--- src/verilog/ipf_cfg.svh ---
// Purpose: Constants for the interrupt priority field block
// Assumes: Word index times four gives the byte address
// Notes:   Definitions only
`ifndef IPF_CFG_SVH
`define IPF_CFG_SVH

// Register word indices
`define IPF_IDX_PRIO7    8'h07
`define IPF_IDX_PRIO8    8'h08
`define IPF_IDX_PRIO9    8'h09
`define IPF_IDX_REQSTAT  8'h20

// Register geometry
`define IPF_REG_W        16
`define IPF_FIELD_W      2
`define IPF_FIELDS_REG   8
`define IPF_N_REGS       3
`define IPF_N_SRC        24

// Reset values and writable masks
`define IPF_PRIO_RESET   16'h0000
`define IPF_WMASK7       16'hFFFF
`define IPF_WMASK8       16'hF3FF
`define IPF_WMASK9       16'hFFFF

// Field encodings
`define IPF_FIELD_OFF    2'h0
`define IPF_LEVEL_NONE   2'h0

`endif

--- src/verilog/ipf_pkg.sv ---
// Purpose: Types shared by the priority field block
// Assumes: ipf_cfg.svh supplies all figures
// Notes:   No constants of its own beyond the types
`include "ipf_cfg.svh"

package ipf_pkg;

    // APB answer sequencing
    typedef enum logic [0:0] {
        IPF_ST_IDLE,
        IPF_ST_ANSWER
    } ipf_apb_st_t;

    // Register selected by an address
    typedef enum logic [2:0] {
        IPF_SEL_NONE,
        IPF_SEL_PRIO7,
        IPF_SEL_PRIO8,
        IPF_SEL_PRIO9,
        IPF_SEL_REQSTAT
    } ipf_sel_t;

    // Register side state
    typedef struct packed {
        ipf_apb_st_t            st;
        logic [`IPF_REG_W-1:0]  prio7;
        logic [`IPF_REG_W-1:0]  prio8;
        logic [`IPF_REG_W-1:0]  prio9;
        logic [31:0]            prdata;
        logic                   pready;
        logic                   pslverr;
    } ipf_regs_t;

endpackage : ipf_pkg

--- src/verilog/ipf_lvl_if.sv ---
// Purpose: Carries level fields to the gate and its results back
// Assumes: Single clock domain
// Notes:   Field k sits at bits 2k+1:2k
`timescale 1ns/100ps
`include "ipf_cfg.svh"

interface ipf_lvl_if #(
    parameter int N_SRC = `IPF_N_SRC
);
    logic [2*N_SRC-1:0] fields;
    logic [N_SRC-1:0]   req;
    logic [2*N_SRC-1:0] level;

    modport owner (output fields, input req, input level);
    modport gate  (input fields, output req, output level);
endinterface : ipf_lvl_if

--- src/verilog/ipf_gate.sv ---
// Purpose: Gates source requests by field and maps field to level
// Assumes: Source requests come from logic on pclk
// Notes:   Results are registered, one cycle behind fields
`timescale 1ns/100ps
`include "ipf_cfg.svh"

module ipf_gate #(
    parameter int N_SRC = `IPF_N_SRC
) (
    input  wire logic              pclk,
    input  wire logic              presetn,
    input  wire logic              ce,
    input  wire logic [N_SRC-1:0]  src_request,
    ipf_lvl_if.gate                lvl
);

    typedef struct packed {
        logic [N_SRC-1:0]   req;
        logic [2*N_SRC-1:0] level;
    } ipf_gate_st_t;

    ipf_gate_st_t       s_q;
    ipf_gate_st_t       s_d;
    logic [N_SRC-1:0]   req_w;
    logic [2*N_SRC-1:0] level_w;

    // Per source decode
    for (genvar k = 0; k < N_SRC; k++) begin : g_src
        logic [1:0] f;
        logic       en;
        assign f  = lvl.fields[2*k +: 2];
        assign en = (f != `IPF_FIELD_OFF);
        assign req_w[k] = en & src_request[k];
        assign level_w[2*k +: 2] = en ? 2'(f - 2'h1) : `IPF_LEVEL_NONE;
    end

    // Next state
    always_comb begin
        s_d       = s_q;
        s_d.req   = req_w;
        s_d.level = level_w;
    end

    // Frozen while ce is low
    always_ff @(posedge pclk or negedge presetn) begin
        if (!presetn) begin
            s_q <= '0;
        end else if (ce) begin
            s_q <= s_d;
        end
    end

    assign lvl.req   = s_q.req;
    assign lvl.level = s_q.level;

endmodule : ipf_gate

--- src/verilog/ipf_prio_fields.sv ---
// Purpose: APB register file of 2-bit interrupt level fields
// Assumes: APB3 slave, 32-bit data, priority registers in the low 16 bits, request status in the low 24
// Notes:   Source k is register (k/8), bit pair (k%8); source 13 unused
//
// Operation
// - Field 1..3 gives level 0..2
// - Field zero disables the source
// - No source above level two
// - Every field resets to disabled
// - Reserved bits read zero, ignore writes
// - Seventh register low fields: timers B0, C3-C1
// - Eighth register: serial0 fields, 11-10 reserved
// - Eighth register low fields: timers A3-A1
// - Ninth register 15-12: PWM fault levels
// - Ninth register 11-8: PWM reload levels
// - Ninth register 7-4: converter zero-cross levels
// - Ninth register 3-0: converter complete levels
// - Seventh register high fields: timers A0, B3-B1
//
// The APB interface to the registers is this design's own decision.
`timescale 1ns/100ps
`include "ipf_cfg.svh"

module ipf_prio_fields #(
    parameter int ADDR_W = 12,
    parameter int N_SRC  = `IPF_N_SRC
) (
    input  wire logic              pclk,
    input  wire logic              presetn,
    input  wire logic              ce,
    input  wire logic              psel,
    input  wire logic              penable,
    input  wire logic              pwrite,
    input  wire logic [ADDR_W-1:0] paddr,
    input  wire logic [31:0]       pwdata,
    output logic [31:0]            prdata,
    output logic                   pready,
    output logic                   pslverr,
    input  wire logic [N_SRC-1:0]  src_request,
    output logic [N_SRC-1:0]       arb_request,
    output logic [2*N_SRC-1:0]     arb_level
);

    ipf_pkg::ipf_regs_t r_q;
    ipf_pkg::ipf_regs_t r_d;
    ipf_pkg::ipf_sel_t  sel;
    logic               access;
    logic [15:0]        wr_val;

    ipf_lvl_if #(.N_SRC(N_SRC)) lvl ();

    // Address to register; misaligned counts as unmapped
    function automatic ipf_pkg::ipf_sel_t ipf_decode(input logic [ADDR_W-1:0] a);
        logic [ADDR_W-3:0] w;
        w = a[ADDR_W-1:2];
        ipf_decode = ipf_pkg::IPF_SEL_NONE;
        if (a[1:0] == 2'h0) begin
            if (w == (ADDR_W-2)'(`IPF_IDX_PRIO7)) begin
                ipf_decode = ipf_pkg::IPF_SEL_PRIO7;
            end else if (w == (ADDR_W-2)'(`IPF_IDX_PRIO8)) begin
                ipf_decode = ipf_pkg::IPF_SEL_PRIO8;
            end else if (w == (ADDR_W-2)'(`IPF_IDX_PRIO9)) begin
                ipf_decode = ipf_pkg::IPF_SEL_PRIO9;
            end else if (w == (ADDR_W-2)'(`IPF_IDX_REQSTAT)) begin
                ipf_decode = ipf_pkg::IPF_SEL_REQSTAT;
            end
        end
    endfunction : ipf_decode

    assign sel    = ipf_decode(paddr);
    assign access = psel & penable;
    assign wr_val = pwdata[15:0];

    // Bus sequencing and register update
    always_comb begin
        r_d = r_q;
        case (r_q.st)
            ipf_pkg::IPF_ST_IDLE: begin
                r_d.pready  = 1'b0;
                r_d.pslverr = 1'b0;
                if (access) begin
                    // Registered read data costs one wait state
                    r_d.st      = ipf_pkg::IPF_ST_ANSWER;
                    r_d.pready  = 1'b1;
                    r_d.pslverr = (sel == ipf_pkg::IPF_SEL_NONE);
                    r_d.prdata  = 32'h0000_0000;
                    case (sel)
                        ipf_pkg::IPF_SEL_PRIO7: r_d.prdata[15:0] = r_q.prio7;
                        ipf_pkg::IPF_SEL_PRIO8: r_d.prdata[15:0] = r_q.prio8;
                        ipf_pkg::IPF_SEL_PRIO9: r_d.prdata[15:0] = r_q.prio9;
                        ipf_pkg::IPF_SEL_REQSTAT: r_d.prdata[N_SRC-1:0] = lvl.req;
                        default: r_d.prdata = 32'h0000_0000;
                    endcase
                end
            end
            ipf_pkg::IPF_ST_ANSWER: begin
                // Write commits on the edge that sees pready
                if (access && pwrite) begin
                    case (sel)
                        ipf_pkg::IPF_SEL_PRIO7: r_d.prio7 = wr_val & `IPF_WMASK7;
                        ipf_pkg::IPF_SEL_PRIO8: r_d.prio8 = wr_val & `IPF_WMASK8;
                        ipf_pkg::IPF_SEL_PRIO9: r_d.prio9 = wr_val & `IPF_WMASK9;
                        default: r_d.prio9 = r_q.prio9;
                    endcase
                end
                r_d.st      = ipf_pkg::IPF_ST_IDLE;
                r_d.pready  = 1'b0;
                r_d.pslverr = 1'b0;
            end
            default: begin
                r_d.st     = ipf_pkg::IPF_ST_IDLE;
                r_d.pready = 1'b0;
            end
        endcase
    end

    // State register, frozen while ce is low
    always_ff @(posedge pclk or negedge presetn) begin
        if (!presetn) begin
            r_q.st      <= ipf_pkg::IPF_ST_IDLE;
            r_q.prio7   <= `IPF_PRIO_RESET;
            r_q.prio8   <= `IPF_PRIO_RESET;
            r_q.prio9   <= `IPF_PRIO_RESET;
            r_q.prdata  <= 32'h0000_0000;
            r_q.pready  <= 1'b0;
            r_q.pslverr <= 1'b0;
        end else if (ce) begin
            r_q <= r_d;
        end
    end

    // Field k at bits 2k+1:2k, registers stacked low to high
    assign lvl.fields = {r_q.prio9, r_q.prio8, r_q.prio7};

    ipf_gate #(.N_SRC(N_SRC)) u_gate (
        .pclk        (pclk),
        .presetn     (presetn),
        .ce          (ce),
        .src_request (src_request),
        .lvl         (lvl)
    );

    // Outputs straight from flip-flops
    assign prdata      = r_q.prdata;
    assign pready      = r_q.pready;
    assign pslverr     = r_q.pslverr;
    assign arb_request = lvl.req;
    assign arb_level   = lvl.level;

endmodule : ipf_prio_fields

--- config.mk ---
export PLATFORM = sky130hd
export DESIGN_NAME = ipf_prio_fields
export DESIGN_NICKNAME = d
export VERILOG_FILES = /design/src/verilog/ipf_pkg.sv /design/src/verilog/ipf_lvl_if.sv /design/src/verilog/ipf_gate.sv /design/src/verilog/ipf_prio_fields.sv
export VERILOG_INCLUDE_DIRS = /design/src /design/src/verilog
export SDC_FILE = /design/constraint.sdc
export NUM_CORES = 1
export LEC_CHECK = 0
export BUFFER_PORTS_ARGS = -buffer_cell sky130_fd_sc_hd__clkbuf_2
export CAP_MARGIN = 5
export CORE_MARGIN = 10
export CORE_UTILIZATION = 25
export CTS_CLUSTER_DIAMETER = 60
export DETAILED_ROUTE_END_ITERATION = 10
export GPL_ROUTABILITY_DRIVEN = 0
export SLEW_MARGIN = 10
export SYNTH_ARGS = -nofsm -noshare
export SYNTH_HDL_FRONTEND = slang
export SYNTH_SLANG_ARGS = --single-unit
--- constraint.sdc ---
create_clock -name pclk -period 4.5 [get_ports pclk]
set_input_delay 0 -clock pclk [delete_from_list [all_inputs] [get_ports pclk]]
set_output_delay 0 -clock pclk [all_outputs]
set_load 0.01 [all_outputs]
==> impl_metrics.ini <==
[run_status]
status = finished clean

[logic_synthesis]
synth_xor_area_share_pct = 0
ys_ff_latch = 141
synth_fa_ha_area_share_pct = 0
avgSynthCellArea_sq_um = 11.0
ys_types = 40
synth_area_sq_um = 6250
muxShareOfSynthArea_pct = 9.69
synth_compound_area_share_pct = 16.2
synthCells = 568
ys_seq_area_share_pct = 56.4
synth_top_family_by_area = compound AO/OA/AOI/OAI gates
yosys_warnings = 0
synthSimpleGateAreaFrac_pct = 9.85

[layout]
final_nets = 827
diodes = 0
utilization_pct = 34.1
final_cells = 1090
syn2layout_area_growth_pct = 33.5
layout-drive-gt1-share_pct = 32.1

[drt]
wirelength_met1_um = 9670
vias = 4923
wire_per_inst_um = 19.5
drc = 0
viasPerCell = 4.52
highest_layer = met4
antenna_left = 0
dr_wl_met3_um = 1690
initialDrtViolationCount = 307
dr_wl_met2_um = 9620
firstDrtPassIters = 4
routed_wl_um = 21200

[setup_path]
start_kind = register
cpPeakStageDelay_ps = 530
cp_max_fo = 16
path_class = register to register
slowest_stage = nand3_2
cp_data_required_time_ps = 4800
cp-end-kind = register
path_cells = nand2_1 -> nor2_1 -> nand3_2 -> mux2_2
crit_arrival_ps = 2290

[global_route]
overflow = 0
grt_pass1_vias = 5187
grt_max_degree = 92
grt_pass1_wl_um = 32200
antenna_found_initial = 0
grt_usage_pct = 13.6

[pwr]
power_density_nw_per_um2 = 357
ir_drop_v = 0.000204
p_leak_nw = 3.88

[cts]
numCtsBuffers = 17
cts-root-buf = clkbuf_16
clock_latency_ps = 420
postCtsHoldBufs = 40
clockBufferDepth = 2
numClockSinks = 141
post_cts_resized = 0
cts_setup_buffers = 0
cts-htree-levels = 4
cts_tree = built
path_clk_slew_ps = 60

[placement]
dp_hpwl_um = 15500
placed_cells = 1018
portBuffers = 151

[die]
dieArea_sq_um = 31700
core_area_sq_um = 24500
rows = 57
start_util_pct = 25.6
ios = 180
die_h_um = 178
fp.dieW_um = 178

[timing]
setup_viol = 0
post-route-min-period_ps = 1990
worst_pin_slew_ps = 870
maxSlewViolCount = 0
rsz0062_at_grt = no
fin_crit_sh_pct = 44.3
skew_ps = 9.76
max_freq_mhz = 501
hold_viol = 0
finalSetupTns_ps = 0
relSlewSlack_pct = 42.0

[run]
drv_cap = 0

[min_path]
min_path_type = input port to register
==> worst paths after layout <==
path	start	slack [ps]	cells after the start	end
max in group asynchronous	presetn	3070	3	u_gate.lvl.level[46]$_DFFE_PN0P_
setup / recovery	r_q[82]$_DFFE_PN0P_	2510	4	lvl.fields[7]$_DFFE_PN0P_
hold reg to reg	prdata[20]$_DFFE_PN0P_	480	2	prdata[20]$_DFFE_PN0P_
min in group asynchronous	presetn	220	2	u_gate.lvl.level[7]$_DFFE_PN0P_
setup reg to reg	r_q[82]$_DFFE_PN0P_	2510	4	lvl.fields[7]$_DFFE_PN0P_
hold / removal	ce	100	2	u_gate.lvl.req[17]$_DFFE_PN0P_
==> per-stage QoR <==
| step | hold slack (ps) | total power [W] | setup WS [ps] | area (sq um) |
|---|---|---|---|---|
| 2_1_floorplan | -296 | 0.00134 | 2760 | 6290 |
| 3_3_place_gp | 148 | 0.00140 | 2100 | 7290 |
| 3_5_place_dp | 165 | 0.00140 | 2090 | 7290 |
| 4_1_cts | 84.0 | 0.00302 | 2470 | 8350 |
| 5_1_grt | 119 | 0.00309 | 2370 | 8350 |
| 6_report | 95.1 | 0.00298 | 2510 | 8350 |
==> metal layers <==
layer | vias to the layer above | GRT usage (%)
met5 | - | 0
met4 | 0 | 3.09
met3 | 16 | 4.29
met2 | 158 | 20.5
met1 | 2407 | 18.5
li1 | 2342 | -
==> cells by family after synthesis <==
family,Yosys count
AO/OA/AOI/OAI,161
buffers and inverters,114
flip-flops,141
multiplexers,51
other,1
AND/OR/NAND/NOR,100
==> flip-flops by register name (all words and copies together), names as in the netlist <==
name and cells:
prdata 24, u_gate.lvl.req 23, pslverr 1, u_gate.lvl.level 46, r_q 1, lvl.fields 46
==> cell usage after synthesis <==
cell / n / area [sq um]
mux2_4: 10 / 150
dfrtp_1: 141 / 3530
o21ba_2: 1 / 10.0
or4b_2: 1 / 10.0
o32ai_1: 1 / 8.76
nand2_4: 1 / 11.3
o21ai_1: 1 / 5.00
nand3_2: 2 / 20.0
conb_1: 1 / 3.75
nor2_4: 1 / 11.3
and4b_1: 1 / 10.0
nor3b_1: 1 / 7.51
a32o_1: 2 / 20.0
a21oi_1: 2 / 10.0
inv_1: 73 / 274
o21ai_0: 85 / 425
or3_1: 1 / 6.26
a22oi_1: 23 / 173
o21a_1: 1 / 7.51
mux2i_1: 5 / 50.1
o2bb2ai_1: 5 / 43.8
buf_6: 1 / 11.3
or3b_2: 1 / 8.76
nand3b_1: 23 / 173
a21boi_0: 8 / 60.1
nand3_1: 24 / 120
o41ai_1: 1 / 8.76
or4_4: 2 / 22.5
buf_4: 11 / 82.6
nand2_1: 34 / 128
nor3_1: 1 / 5.00
nand4b_1: 2 / 17.5
a22o_1: 8 / 70.1
buf_2: 6 / 30.0
mux2_2: 36 / 405
clkbuf_1: 23 / 86.3
o211ai_1: 23 / 173
nor2_1: 2 / 7.51
nor4_4: 2 / 42.5
nor4b_2: 1 / 15.0
==> layout make-up <==
type	instances	area (sq um)
clock buffers	19	443
clock inverters	13	211
fillers	2514	16100
inverters	73	274
multi-input cells	323	2280
flip-flops and latches	141	3530
well taps	324	405
repair buffers	197	1210
==> worst max-delay path, delay by kind of cell, from the launching register on <==
family	cells	cell delay [ps]
and+or+nand+nor	3	960
muxes	1	470
DFF	1	450
==> power breakdown <==
group / total (W) / internal (W) / switching (W)
Combinational: 0.000137 / 0.0000501 / 0.0000870
Clock: 0.00157 / 0.00100 / 0.000568
Sequential: 0.00127 / 0.00127 / 0.00000183
==> cells in the final DEF, fill, tap and decap left out, drive strengths merged, types with 2 or more instances in the layout <==
cell           n
clkinv         2
a22oi         23
a22o           8
bufinv         5
mux2          46
mux2i          5
or4            2
clkbuf       168
a32o           2
o21ai         86
dlygate4sd3   40
dfrtp        141
inv           75
nor2           3
clkinvlp       4
nand2         35
a21boi         8
o211ai        23
conb          11
nor4           2
buf            8
nand3         26
a21oi          2
o2bb2ai        5
nand3b        23
nand4b         2
No activity file was read; power rests on OpenSTA's default activity.
